<file path="src/rtc_pkg.sv">
// shared constants for the real-time clock core
package rtc_pkg;
  // register byte offsets
  localparam logic [7:0] OFS_TIME = 8'h00;
  localparam logic [7:0] OFS_DATE = 8'h04;
  localparam logic [7:0] OFS_CTL = 8'h08;
  localparam logic [7:0] OFS_STAT = 8'h0c;
  localparam logic [7:0] OFS_PSC = 8'h10;
  localparam logic [7:0] OFS_ALARM = 8'h14;
  localparam logic [7:0] OFS_ALARM_SS = 8'h18;
  localparam logic [7:0] OFS_SUBSEC = 8'h1c;
  localparam logic [7:0] OFS_BACKUP0 = 8'h20;
  localparam int BACKUP_COUNT = 5;
  // control fields
  localparam int CTL_BYPASS_BIT = 0;
  localparam int CTL_ALARM_EN_BIT = 1;
  localparam int CTL_SRC_LSB = 2;
  localparam int CTL_OUT_LSB = 4;
  localparam int CTL_POL_BIT = 6;
  localparam logic [7:0] CTL_RST = 8'h00;
  // status fields
  localparam int STAT_SYNC_BIT = 0;
  localparam int STAT_ALARM_BIT = 1;
  // prescaler fields and reset values
  localparam int PSC_ASYNC_LSB = 16;
  localparam logic [6:0] ASYNC_DIV_RST = 7'h7f;
  localparam logic [14:0] SYNC_DIV_RST = 15'h00ff;
  // alarm mask bit positions
  localparam int ALM_SEC_MASK_BIT = 7;
  localparam int ALM_MIN_MASK_BIT = 15;
  localparam int ALM_HR_MASK_BIT = 23;
  localparam int ALM_DAY_MASK_BIT = 31;
  localparam int ALM_SS_MASK_BIT = 31;
  localparam logic [31:0] ALARM_RST = 32'h0000_0000;
  // calendar reset values, BCD
  localparam logic [31:0] TIME_RST = 32'h0000_0000;
  localparam logic [31:0] DATE_RST = 32'h0000_2101;
  // high-speed crystal divide ratio and counter width
  localparam int HS_DIV = 32;
  localparam int HS_DIV_W = 5;
  // phase of the calendar clock pair on which the shadows refresh
  localparam logic [0:0] SHADOW_PHASE_LAST = 1'b1;
  // calendar clocks from alarm enable to first possible flag
  localparam logic [1:0] ALARM_EN_LATENCY = 2'd3;
  // taps on the prescaler counters for the square-wave output
  localparam int OUT_512HZ_BIT = 5;
  localparam int OUT_1HZ_BIT = 7;
  typedef enum logic [1:0] {SRC_LOW_SPEED, SRC_INTERNAL_SLOW, SRC_HIGH_SPEED_DIV} src_type;
  typedef enum logic [1:0] {OUT_OFF, OUT_512HZ, OUT_1HZ, OUT_ALARM} out_sel_type;
endpackage

</file>
<file path="src/rtc_core_if.sv">
// signals shared between the core, the clock selector and the calendar counter
`timescale 1ns/100ps
interface rtc_core_if;
  logic [1:0] src_sel;      // selected calendar clock source
  logic rtc_edge;           // one pulse per calendar clock cycle
  logic second_tick;        // one pulse per second
  logic load_time;          // software writes the time register
  logic load_date;          // software writes the date register
  logic [31:0] load_data;   // value written
  logic [31:0] time_val;    // live time, BCD
  logic [31:0] date_val;    // live date, BCD
  modport src (input src_sel, output rtc_edge);
  modport cal (input second_tick, load_time, load_date, load_data, output time_val, date_val);
  modport core (output src_sel, second_tick, load_time, load_date, load_data,
                input rtc_edge, time_val, date_val);
endinterface

</file>
<file path="src/rtc_prescaler_shadow_alarm.sv">
// real-time clock core: prescalers, shadow copies, alarm, backups and registers
//
// Decided for this implementation: the register offsets and the address-and-strobe port.
`timescale 1ns/100ps
//
// Contract
// - BCD calendar fields, binary subsecond count
// - calendar clock from three selectable sources
// - seven-bit async then fifteen-bit sync prescaler
// - tick rates divide by divider plus one
// - subsecond counts down, reloads at zero
// - second tick advances calendar with carries
// - bypass resets zero; then reads return shadows
// - shadow refresh every two clocks sets flag
// - no refresh in low power; software resyncs
// - system reset restores shadow defaults
// - enabled alarm flags when all fields match
// - masked alarm field always counts as match
// - all masked: flag three clocks after enable
// - five backup words, cleared on tamper
// - output pin: 512Hz, 1Hz or alarm
// - bypass holds sync flag low, reads live
module rtc_prescaler_shadow_alarm (
  input wire logic clock_i,
  input wire logic sys_rst_i,
  input wire logic bkp_rst_i,
  input wire logic low_speed_crystal_i,
  input wire logic internal_slow_oscillator_i,
  input wire logic high_speed_crystal_i,
  input wire logic tamper_i,
  input wire logic low_power_i,
  input wire logic [7:0] addr_i,
  input wire logic [31:0] wdata_i,
  input wire logic wr_i,
  input wire logic rd_i,
  output logic [31:0] rdata_o,
  output logic calendar_out_o,
  output logic alarm_flag_o
);
  rtc_core_if core_bus ();

  // backup-domain state
  logic [7:0] ctl_q, ctl_d;             // control bits
  logic [6:0] async_div_q, async_div_d; // async divider setting
  logic [14:0] sync_div_q, sync_div_d;  // sync divider setting
  logic [31:0] alarm_q, alarm_d;        // alarm time, day and masks
  logic [31:0] alarm_ss_q, alarm_ss_d;  // alarm subsecond and its mask
  logic [6:0] async_cnt_q, async_cnt_d; // async prescaler count
  logic [14:0] sub_q, sub_d;            // subsecond down counter
  logic [31:0] backup_q [rtc_pkg::BACKUP_COUNT];
  // system-domain state
  logic [31:0] sh_time_q, sh_time_d;    // shadow time
  logic [31:0] sh_date_q, sh_date_d;    // shadow date
  logic [14:0] sh_sub_q, sh_sub_d;      // shadow subsecond
  logic phase_q, phase_d;               // which calendar clock of the pair
  logic sync_flag_q, sync_flag_d;
  logic alarm_flag_q, alarm_flag_d;
  logic [1:0] en_cnt_q, en_cnt_d;       // calendar clocks since alarm enable
  logic [31:0] rdata_q, rdata_d;
  logic cal_out_q, cal_out_d;
  // tamper synchroniser
  logic tmp1_q, tmp2_q, tmp3_q, tmp_filt_q, tmp_filt_d;
  // decode and helpers
  logic bypass_w, alarm_en_w, async_tick_w, second_tick_w, refresh_w;
  logic tamper_w, stat_wr_w, match_w;

  rtc_clock_select u_clock_select (
    .clock_i(clock_i),
    .bkp_rst_i(bkp_rst_i),
    .low_speed_crystal_i(low_speed_crystal_i),
    .internal_slow_oscillator_i(internal_slow_oscillator_i),
    .high_speed_crystal_i(high_speed_crystal_i),
    .bus(core_bus.src)
  );

  rtc_bcd_calendar u_calendar (
    .clock_i(clock_i),
    .bkp_rst_i(bkp_rst_i),
    .bus(core_bus.cal)
  );

  assign bypass_w = ctl_q[rtc_pkg::CTL_BYPASS_BIT];
  assign alarm_en_w = ctl_q[rtc_pkg::CTL_ALARM_EN_BIT];
  assign stat_wr_w = wr_i && (addr_i == rtc_pkg::OFS_STAT);

  // async stage wraps after divider plus one calendar clocks
  assign async_tick_w = core_bus.rtc_edge && (async_cnt_q == async_div_q);
  // second when the subsecond counter is found at zero
  assign second_tick_w = async_tick_w && (sub_q == 15'h0000);

  assign core_bus.src_sel = ctl_q[rtc_pkg::CTL_SRC_LSB +: 2];
  assign core_bus.second_tick = second_tick_w;
  assign core_bus.load_time = wr_i && (addr_i == rtc_pkg::OFS_TIME);
  assign core_bus.load_date = wr_i && (addr_i == rtc_pkg::OFS_DATE);
  assign core_bus.load_data = wdata_i;

  // prescalers and settings; backup reset only
  always_comb
  begin
    ctl_d = ctl_q;
    async_div_d = async_div_q;
    sync_div_d = sync_div_q;
    alarm_d = alarm_q;
    alarm_ss_d = alarm_ss_q;
    async_cnt_d = async_cnt_q;
    sub_d = sub_q;
    if (core_bus.rtc_edge)
      async_cnt_d = async_tick_w ? 7'h00 : async_cnt_q + 7'h01;
    if (async_tick_w)
      sub_d = (sub_q == 15'h0000) ? sync_div_q : sub_q - 15'h0001;
    if (wr_i)
    begin
      case (addr_i)
        rtc_pkg::OFS_CTL: ctl_d = wdata_i[7:0];
        rtc_pkg::OFS_PSC:
        begin
          async_div_d = wdata_i[rtc_pkg::PSC_ASYNC_LSB +: 7];
          sync_div_d = wdata_i[14:0];
        end
        rtc_pkg::OFS_ALARM: alarm_d = wdata_i;
        rtc_pkg::OFS_ALARM_SS: alarm_ss_d = wdata_i;
        default: ; // other offsets hold no setting here
      endcase
    end
  end

  always_ff @(posedge clock_i)
  begin
    if (bkp_rst_i)
    begin
      ctl_q <= rtc_pkg::CTL_RST;
      async_div_q <= rtc_pkg::ASYNC_DIV_RST;
      sync_div_q <= rtc_pkg::SYNC_DIV_RST;
      alarm_q <= rtc_pkg::ALARM_RST;
      alarm_ss_q <= rtc_pkg::ALARM_RST;
      async_cnt_q <= 7'h00;
      sub_q <= rtc_pkg::SYNC_DIV_RST;
    end
    else
    begin
      ctl_q <= ctl_d;
      async_div_q <= async_div_d;
      sync_div_q <= sync_div_d;
      alarm_q <= alarm_d;
      alarm_ss_q <= alarm_ss_d;
      async_cnt_q <= async_cnt_d;
      sub_q <= sub_d;
    end
  end

  // tamper pin: three-flop filter
  always_comb
  begin
    tmp_filt_d = (tmp2_q == tmp3_q) ? tmp3_q : tmp_filt_q;
  end

  always_ff @(posedge clock_i)
  begin
    if (bkp_rst_i)
    begin
      tmp1_q <= 1'b0;
      tmp2_q <= 1'b0;
      tmp3_q <= 1'b0;
      tmp_filt_q <= 1'b0;
    end
    else
    begin
      tmp1_q <= tamper_i;
      tmp2_q <= tmp1_q;
      tmp3_q <= tmp2_q;
      tmp_filt_q <= tmp_filt_d;
    end
  end

  assign tamper_w = tmp_filt_d & ~tmp_filt_q;

  // backups survive system reset; tamper beats a write
  genvar b;
  generate
    for (b = 0; b < rtc_pkg::BACKUP_COUNT; b++)
    begin : g_backup
      logic [31:0] bk_d;
      always_comb
      begin
        bk_d = backup_q[b];
        if (wr_i && addr_i == rtc_pkg::OFS_BACKUP0 + 8'(4 * b))
          bk_d = wdata_i;
        if (tamper_w)
          bk_d = 32'h0000_0000;
      end
      always_ff @(posedge clock_i)
      begin
        if (bkp_rst_i)
          backup_q[b] <= 32'h0000_0000;
        else
          backup_q[b] <= bk_d;
      end
    end
  endgenerate

  // refresh every second calendar clock unless low power or bypass
  assign refresh_w = core_bus.rtc_edge && (phase_q == rtc_pkg::SHADOW_PHASE_LAST)
                     && !low_power_i && !bypass_w;

  // a masked field matches whatever the calendar holds
  assign match_w =
    (alarm_q[rtc_pkg::ALM_SEC_MASK_BIT] || alarm_q[6:0] == core_bus.time_val[6:0]) &&
    (alarm_q[rtc_pkg::ALM_MIN_MASK_BIT] || alarm_q[14:8] == core_bus.time_val[14:8]) &&
    (alarm_q[rtc_pkg::ALM_HR_MASK_BIT] || alarm_q[21:16] == core_bus.time_val[21:16]) &&
    (alarm_q[rtc_pkg::ALM_DAY_MASK_BIT] || alarm_q[29:24] == core_bus.date_val[5:0]) &&
    (alarm_ss_q[rtc_pkg::ALM_SS_MASK_BIT] || alarm_ss_q[14:0] == sub_q);

  // shadows, flags, alarm delay, read data; system reset
  always_comb
  begin
    sh_time_d = sh_time_q;
    sh_date_d = sh_date_q;
    sh_sub_d = sh_sub_q;
    phase_d = core_bus.rtc_edge ? ~phase_q : phase_q;
    sync_flag_d = sync_flag_q;
    alarm_flag_d = alarm_flag_q;
    en_cnt_d = en_cnt_q;
    // write zero clears; hardware set below wins
    if (stat_wr_w && !wdata_i[rtc_pkg::STAT_SYNC_BIT])
      sync_flag_d = 1'b0;
    if (stat_wr_w && !wdata_i[rtc_pkg::STAT_ALARM_BIT])
      alarm_flag_d = 1'b0;
    if (refresh_w)
    begin
      sh_time_d = core_bus.time_val;
      sh_date_d = core_bus.date_val;
      sh_sub_d = sub_q;
      sync_flag_d = 1'b1;
    end
    if (bypass_w)
      sync_flag_d = 1'b0;
    // compare trusted after three enabled calendar clocks
    if (!alarm_en_w)
      en_cnt_d = 2'd0;
    else if (core_bus.rtc_edge && en_cnt_q != rtc_pkg::ALARM_EN_LATENCY)
      en_cnt_d = en_cnt_q + 2'd1;
    if (alarm_en_w && en_cnt_q == rtc_pkg::ALARM_EN_LATENCY && match_w)
      alarm_flag_d = 1'b1;
    // read data stand only in the cycle after the strobe
    rdata_d = 32'h0000_0000;
    if (rd_i)
    begin
      case (addr_i)
        rtc_pkg::OFS_TIME: rdata_d = bypass_w ? core_bus.time_val : sh_time_q;
        rtc_pkg::OFS_DATE: rdata_d = bypass_w ? core_bus.date_val : sh_date_q;
        rtc_pkg::OFS_SUBSEC: rdata_d = {17'h00000, bypass_w ? sub_q : sh_sub_q};
        rtc_pkg::OFS_CTL: rdata_d = {24'h000000, ctl_q};
        rtc_pkg::OFS_STAT: rdata_d = {30'h00000000, alarm_flag_q, sync_flag_q};
        rtc_pkg::OFS_PSC: rdata_d = {9'h000, async_div_q, 1'b0, sync_div_q};
        rtc_pkg::OFS_ALARM: rdata_d = alarm_q;
        rtc_pkg::OFS_ALARM_SS: rdata_d = alarm_ss_q;
        default:
        begin
          rdata_d = 32'h0000_0000; // unmapped offsets read zero
          for (int k = 0; k < rtc_pkg::BACKUP_COUNT; k++)
            if (addr_i == rtc_pkg::OFS_BACKUP0 + 8'(4 * k))
              rdata_d = backup_q[k];
        end
      endcase
    end
    // output pin selection; alarm level follows the polarity bit
    case (rtc_pkg::out_sel_type'(ctl_q[rtc_pkg::CTL_OUT_LSB +: 2]))
      rtc_pkg::OUT_512HZ: cal_out_d = async_cnt_q[rtc_pkg::OUT_512HZ_BIT];
      rtc_pkg::OUT_1HZ: cal_out_d = sub_q[rtc_pkg::OUT_1HZ_BIT];
      rtc_pkg::OUT_ALARM: cal_out_d = alarm_flag_q ^ ctl_q[rtc_pkg::CTL_POL_BIT];
      default: cal_out_d = 1'b0;
    endcase
  end

  always_ff @(posedge clock_i)
  begin
    if (sys_rst_i)
    begin
      sh_time_q <= rtc_pkg::TIME_RST;
      sh_date_q <= rtc_pkg::DATE_RST;
      sh_sub_q <= rtc_pkg::SYNC_DIV_RST;
      phase_q <= 1'b0;
      sync_flag_q <= 1'b0;
      alarm_flag_q <= 1'b0;
      en_cnt_q <= 2'd0;
      rdata_q <= 32'h0000_0000;
      cal_out_q <= 1'b0;
    end
    else
    begin
      sh_time_q <= sh_time_d;
      sh_date_q <= sh_date_d;
      sh_sub_q <= sh_sub_d;
      phase_q <= phase_d;
      sync_flag_q <= sync_flag_d;
      alarm_flag_q <= alarm_flag_d;
      en_cnt_q <= en_cnt_d;
      rdata_q <= rdata_d;
      cal_out_q <= cal_out_d;
    end
  end

  assign rdata_o = rdata_q;
  assign calendar_out_o = cal_out_q;
  assign alarm_flag_o = alarm_flag_q;
endmodule

</file>
<file path="src/rtc_clock_select.sv">
// synchronises three slow clock pins, picks the calendar clock
`timescale 1ns/100ps
module rtc_clock_select (
  input wire logic clock_i,
  input wire logic bkp_rst_i,
  input wire logic low_speed_crystal_i,
  input wire logic internal_slow_oscillator_i,
  input wire logic high_speed_crystal_i,
  rtc_core_if.src bus
);
  logic [2:0] pin_w;              // raw pins
  logic [2:0] s1_q, s2_q, s3_q;   // three-stage synchroniser
  logic [2:0] filt_q, filt_d;     // accepted level
  logic [2:0] rise_w;             // accepted rising edges
  localparam int HS_DIV_W = rtc_pkg::HS_DIV_W;
  logic [HS_DIV_W-1:0] hs_q, hs_d; // divider on the high-speed crystal
  logic hs_edge_w;
  logic edge_q, edge_d;

  assign pin_w = {high_speed_crystal_i, internal_slow_oscillator_i, low_speed_crystal_i};

  // per source: a level counts only once stages two and three agree
  genvar i;
  generate
    for (i = 0; i < 3; i++)
    begin : g_src
      always_comb
      begin
        filt_d[i] = (s2_q[i] == s3_q[i]) ? s3_q[i] : filt_q[i];
      end
      always_ff @(posedge clock_i)
      begin
        if (bkp_rst_i)
        begin
          s1_q[i] <= 1'b0;
          s2_q[i] <= 1'b0;
          s3_q[i] <= 1'b0;
          filt_q[i] <= 1'b0;
        end
        else
        begin
          s1_q[i] <= pin_w[i];
          s2_q[i] <= s1_q[i];
          s3_q[i] <= s2_q[i];
          filt_q[i] <= filt_d[i];
        end
      end
      assign rise_w[i] = filt_d[i] & ~filt_q[i];
    end
  endgenerate

  // divide the high-speed crystal and choose the source
  always_comb
  begin
    hs_d = hs_q;
    if (rise_w[2])
      hs_d = hs_q + HS_DIV_W'(1); // wraps at the divide ratio
    hs_edge_w = rise_w[2] && (hs_q == HS_DIV_W'(rtc_pkg::HS_DIV - 1));
    case (rtc_pkg::src_type'(bus.src_sel))
      rtc_pkg::SRC_LOW_SPEED: edge_d = rise_w[0];
      rtc_pkg::SRC_INTERNAL_SLOW: edge_d = rise_w[1];
      rtc_pkg::SRC_HIGH_SPEED_DIV: edge_d = hs_edge_w;
      default: edge_d = 1'b0; // unused code stops the calendar clock
    endcase
  end

  always_ff @(posedge clock_i)
  begin
    if (bkp_rst_i)
    begin
      hs_q <= '0;
      edge_q <= 1'b0;
    end
    else
    begin
      hs_q <= hs_d;
      edge_q <= edge_d;
    end
  end

  assign bus.rtc_edge = edge_q;
endmodule

</file>
<file path="src/rtc_bcd_calendar.sv">
// live BCD time and date counter advanced by the second tick
`timescale 1ns/100ps
module rtc_bcd_calendar (
  input wire logic clock_i,
  input wire logic bkp_rst_i,
  rtc_core_if.cal bus
);
  logic [6:0] sec_q, sec_d, min_q, min_d; // BCD seconds and minutes
  logic [5:0] hr_q, hr_d;                 // BCD hours, 24-hour
  logic [2:0] wd_q, wd_d;                 // weekday 1..7
  logic [5:0] day_q, day_d;               // BCD day of month
  logic [4:0] mon_q, mon_d;               // BCD month
  logic [7:0] yr_q, yr_d;                 // BCD year 00..99
  logic [5:0] dim_w;                      // last day of this month, BCD
  logic leap_w;

  // add one to a two-digit BCD value
  function automatic logic [7:0] bcd_inc(input logic [7:0] v);
    bcd_inc = (v[3:0] == 4'h9) ? {v[7:4] + 4'h1, 4'h0} : {v[7:4], v[3:0] + 4'h1};
  endfunction

  // year divisible by four, judged from the BCD digits
  assign leap_w = yr_q[4] ? (yr_q[3:0] == 4'h2 || yr_q[3:0] == 4'h6)
                          : (yr_q[3:0] == 4'h0 || yr_q[3:0] == 4'h4 || yr_q[3:0] == 4'h8);

  always_comb
  begin
    case (mon_q)
      5'h02: dim_w = leap_w ? 6'h29 : 6'h28;
      5'h04, 5'h06, 5'h09, 5'h11: dim_w = 6'h30;
      default: dim_w = 6'h31;
    endcase
  end

  // software load first, else one second with carries
  always_comb
  begin
    {sec_d, min_d, hr_d, wd_d, day_d, mon_d, yr_d} = {sec_q, min_q, hr_q, wd_q, day_q, mon_q, yr_q};
    if (bus.load_time)
    begin
      sec_d = bus.load_data[6:0];
      min_d = bus.load_data[14:8];
      hr_d = bus.load_data[21:16];
    end
    else if (bus.load_date)
    begin
      day_d = bus.load_data[5:0];
      mon_d = bus.load_data[12:8];
      wd_d = bus.load_data[15:13];
      yr_d = bus.load_data[23:16];
    end
    else if (bus.second_tick)
    begin
      sec_d = 7'(bcd_inc({1'b0, sec_q}));
      if (sec_q == 7'h59)
      begin
        sec_d = 7'h00;
        min_d = 7'(bcd_inc({1'b0, min_q}));
        if (min_q == 7'h59)
        begin
          min_d = 7'h00;
          hr_d = 6'(bcd_inc({2'b00, hr_q}));
          if (hr_q == 6'h23)
          begin
            hr_d = 6'h00;
            wd_d = (wd_q == 3'd7) ? 3'd1 : wd_q + 3'd1;
            day_d = 6'(bcd_inc({2'b00, day_q}));
            if (day_q == dim_w)
            begin
              day_d = 6'h01;
              mon_d = 5'(bcd_inc({3'b000, mon_q}));
              if (mon_q == 5'h12)
              begin
                mon_d = 5'h01;
                yr_d = (yr_q == 8'h99) ? 8'h00 : bcd_inc(yr_q);
              end
            end
          end
        end
      end
    end
  end

  // only the backup-domain reset touches the live calendar
  always_ff @(posedge clock_i)
  begin
    if (bkp_rst_i)
    begin
      sec_q <= rtc_pkg::TIME_RST[6:0];
      min_q <= rtc_pkg::TIME_RST[14:8];
      hr_q <= rtc_pkg::TIME_RST[21:16];
      day_q <= rtc_pkg::DATE_RST[5:0];
      mon_q <= rtc_pkg::DATE_RST[12:8];
      wd_q <= rtc_pkg::DATE_RST[15:13];
      yr_q <= rtc_pkg::DATE_RST[23:16];
    end
    else
    begin
      {sec_q, min_q, hr_q, wd_q, day_q, mon_q, yr_q} <= {sec_d, min_d, hr_d, wd_d, day_d, mon_d, yr_d};
    end
  end

  assign bus.time_val = {10'h000, hr_q, 1'b0, min_q, 1'b0, sec_q};
  assign bus.date_val = {8'h00, yr_q, wd_q, mon_q, 2'b00, day_q};
endmodule

</file>
<file path="config.mk">
export PLATFORM = sky130hd
export DESIGN_NAME = rtc_prescaler_shadow_alarm
export DESIGN_NICKNAME = d
export VERILOG_FILES = /design/src/rtc_pkg.sv /design/src/rtc_core_if.sv /design/src/rtc_prescaler_shadow_alarm.sv /design/src/rtc_clock_select.sv /design/src/rtc_bcd_calendar.sv
export SDC_FILE = /design/constraint.sdc
export NUM_CORES = 1
export LEC_CHECK = 0
export BUFFER_PORTS_ARGS = -buffer_cell sky130_fd_sc_hd__buf_2
export CORE_UTILIZATION = 45
export DETAILED_ROUTE_END_ITERATION = 7
export GPL_TIMING_DRIVEN = 0
export PLACE_DENSITY_LB_ADDON = 0.05
export SLEW_MARGIN = 20
export SYNTH_ARGS = -nofsm -noshare
export SYNTH_HDL_FRONTEND = slang
export SYNTH_SLANG_ARGS = --single-unit
</file>
<file path="constraint.sdc">
create_clock -name clock_i -period 4.9 [get_ports clock_i]
set_clock_uncertainty 0.2 [all_clocks]
set_input_delay 0.98 -clock clock_i [delete_from_list [all_inputs] [get_ports clock_i]]
set_output_delay 0.98 -clock clock_i [all_outputs]
set_load 0.05 [all_outputs]
</file>
==> reports/qor.yml <==
clock_network:
  clkSlewWorstSetupHoldPaths_ps: 60
  root_buffer: "clkbuf_16"
  cts_made_buffers: 49
  postCtsSetupRepairBufs: 0
  clk-insertion-delay-late_ps: 620
  htree_levels: 2
  ctsHoldBuffers: 0
  cts_resized: 0
  cts_tree: "yes"
  cts.sinks: 435
  clk_path_buf_depth: 3
setup_path:
  worst_path_most_repeated_cell: "clkbuf_1"
  worstPathArrival_ps: 4800
  crit_chain: "clkbuf_1, nor3b_4, nand2_1, nor2_1, clkbuf_1, a22oi_1, o211ai_1, o21ai_0, a21oi_1"
  r2r_start: "ctl_q[0]"
  path_depth: 9
  crit_end: "rdata_o[31]"
  cp_top_family: "simple AND/OR/NAND/NOR gates"
  worstPathMaxFanout: 10
  worstPathRequired_ps: 5240
  cp-startpoint: "addr_i[1]"
  crit_buf_inv: 2
  start_kind: "primary input"
  worstSetupEndpointType: "flop"
  rrSetupSlack_ps: 910
  r2r_cells: 7
  crit_type: "in2reg"
  r2r-end: "rdata_o[10]"
  slowest_delay_ps: 950
  critPathSlowestCell: "nor2_1"
drt:
  via_per_inst: 6.05
  firstDrtPassIters: 6
  wirelength_um: 86200
  ant_nets: 0
  drc: 0
  drt-initial-drc-count: 2630
  vias: 20400
  post_drt_wl_per_cell_um: 25.6
timing:
  rsz0062_at_grt: "no"
  slew_violations: 0
  setup_viol: 0
  period_share: 0.910
  finalHoldViolations: 0
  tightest_slew_ps: 1130
  max_clock_freq_ghz: 0.224
  whs_ps: 244
  worst_slack_ps: 440
  period_needed_ps: 4460
  slew-limit-headroom: 0.236
flow_run:
  cap_violations: 0
status:
  status: "completed"
layout:
  final_common_cell: "nand2_1"
  final_cell_mix: "704 x nand2_1, 435 x dfxtp_1, 385 x a21oi_1"
  layout-drive-gt1-share: 0.0696
  insertedDiodeCount: 0
  syn2layout_area_growth_pct: 13.8
  stdcell_count: 3363
  fin_nets: 2801
place:
  port_buffers: 61
  dpl.hpwl_um: 64900
  gp_congestion: 0.971
  place_inst: 3272
  pre_cts_slack_ps: 128
floorplanning:
  initial_core_util: 0.457
  die_area_mm2: 0.0457
  core_mm2: 0.0442
  die_w_um: 214
  io_pins: 84
  rows: 77
  dieHeight_um: 214
yosys:
  synth-edff-count: 0
  syn-mean-instance-area_um2: 7.72
  synth.cell_area_mm2: 0.0202
  synth.area.top_cells: "dfxtp_1 43%, nand2_1 13%, a21oi_1 9.5%"
  yosys_most_used_dff: "dfxtp_1"
  syn_nets: 2687
  ys_seq_area_frac: 0.431
  yosys_warnings: 0
  async_flop_share: 0
  ys_ff_latch: 435
  synth_top_cell_by_area: "dfxtp_1"
  synthCells: 2617
  synth_top_area_frac: 0.431
  synth.distinct_cells: 79
global_routing:
  grt_pass1_vias: 18100
  grtUsageTotal: 0.373
  grt_pass1_wl_um: 122000
  grt_antenna_before_repair: 1
  grt-ovfl-total: 0
  grt_max_degree: 14
power_and_ir_drop:
  p_leak_nw: 7.56
  seq_power_share: 0.452
  p_comb_frac: 0.042
  power.switching_mw: 1.90
  pwr-share-clk: 0.506
  ir_worst_vdd_v: 0.000262
  switching_share: 0.242
  p_int_mw: 5.96
  power_density_mw_per_mm2: 342
  p_total_mw: 7.86
worst_hold_path:
  worstHoldPathType: "reg2reg"
[state kept, by name, indices dropped and copies added, names as in the netlist, 7 cells and up]
signal            flops
backup_q            160
alarm_q              32
alarm_ss_q           32
rdata_o              32
sh_date_q            22
sh_time_q            20
sh_sub_q             15
sub_q                15
sync_div_q           15
ctl_q                 8
u_calendar.yr_q       8
async_cnt_q           7
async_div_q           7
u_calendar.min_q      7
u_calendar.sec_q      7
[Yosys cell counts, types with 5 or more instances]
| master | count |
|---|---|
| nand2_1 | 704 |
| dfxtp_1 | 435 |
| a21oi_1 | 385 |
| clkbuf_1 | 214 |
| nor2_1 | 117 |
| mux2i_1 | 71 |
| o21ai_0 | 67 |
| a22oi_1 | 53 |
| nor3_1 | 47 |
| nand3b_1 | 35 |
| a211oi_1 | 33 |
| nand3_1 | 33 |
| xnor2_1 | 33 |
| xor2_1 | 29 |
| inv_1 | 24 |
| a221oi_1 | 22 |
| ha_1 | 20 |
| nand2b_1 | 19 |
| nor2b_1 | 18 |
| o22ai_1 | 17 |
| and3_1 | 15 |
| a31oi_1 | 14 |
| nand4_1 | 14 |
| nor4_1 | 14 |
| o211ai_1 | 13 |
| a211o_1 | 12 |
| or3_1 | 11 |
| buf_1 | 10 |
| mux2_2 | 10 |
| buf_2 | 9 |
| a222oi_1 | 8 |
| or2_2 | 7 |
| a22o_1 | 6 |
| a311oi_1 | 5 |
| a32oi_1 | 5 |
| and2_1 | 5 |
| o221ai_1 | 5 |
[worst register-to-register path: stages, from the launching register on]
cell      delay (ps)
dfxtp_1          310
clkbuf_1         230
buf_1            590
clkbuf_1         750
mux2i_1          470
o22ai_1          210
o41ai_1         1000
a21oi_1           70
[cell families after synthesis]
logic type | Yosys count | synth area share
buffers and inverters | 263 | 0.0510
AO/OA/AOI/OAI | 681 | 0.202
XOR/XNOR | 62 | 0.0269
adder cells (fa/ha/maj) | 20 | 0.0124
multiplexers | 82 | 0.0419
AND/OR/NAND/NOR | 1074 | 0.235
flip-flops | 435 | 0.431
[per-stage QoR]
step,area [um2],utilization,setup TNS [ps]
2_1_floorplan,20200,-,0
3_3_place_gp,21200,0.480,-2660
3_5_place_dp,21300,0.481,0
4_1_cts,23000,0.520,0
5_1_grt,23000,0.520,0
6_report,23000,0.520,0
[layout make-up]
class	instances	area (um2)
Fill cell	4340	21200
Multi-Input combinational cell	1919	10500
Sequential cell	435	8710
Clock buffer	75	1440
Buffer	239	945
Tap cell	592	741
Timing Repair Buffer	63	315
Clock inverter	16	259
Inverter	24	90.1
[metal layers]
metal / share of wire / global-route usage / vias up
met4: 0.043 / 0.157 / 0
met1: 0.43 / 0.524 / 9886
met2: 0.43 / 0.557 / 1031
li1: - / - / 9252
met3: 0.097 / 0.0682 / 182
met5: 0 / 0 / -
[worst min-delay path by stage]
stage / from / to / slack, ps / cells past startpoint
5_1_grt: tmp1_q / tmp2_q / 270 / 1
6_report: tmp1_q / tmp2_q / 240 / 1
3_5_place_dp: u_clock_select.s1_q[0] / u_clock_select.s2_q[0] / 230 / 1
3_3_place_gp: tmp1_q / tmp2_q / 220 / 1
2_1_floorplan: tmp1_q / tmp2_q / 210 / 1
4_1_cts: tmp1_q / tmp2_q / 250 / 1
[power groups by stage]
stage | clock network (mW) | logic [mW] | registers (mW)
2_1_floorplan | 0 | 0.143 | 3.63
3_3_place_gp | 0 | 0.314 | 3.63
3_5_place_dp | 0 | 0.319 | 3.63
4_1_cts | 3.99 | 0.320 | 3.55
5_1_grt | 4.13 | 0.335 | 3.55
6_report | 3.98 | 0.331 | 3.55
(Power assumes the default switching activity.)
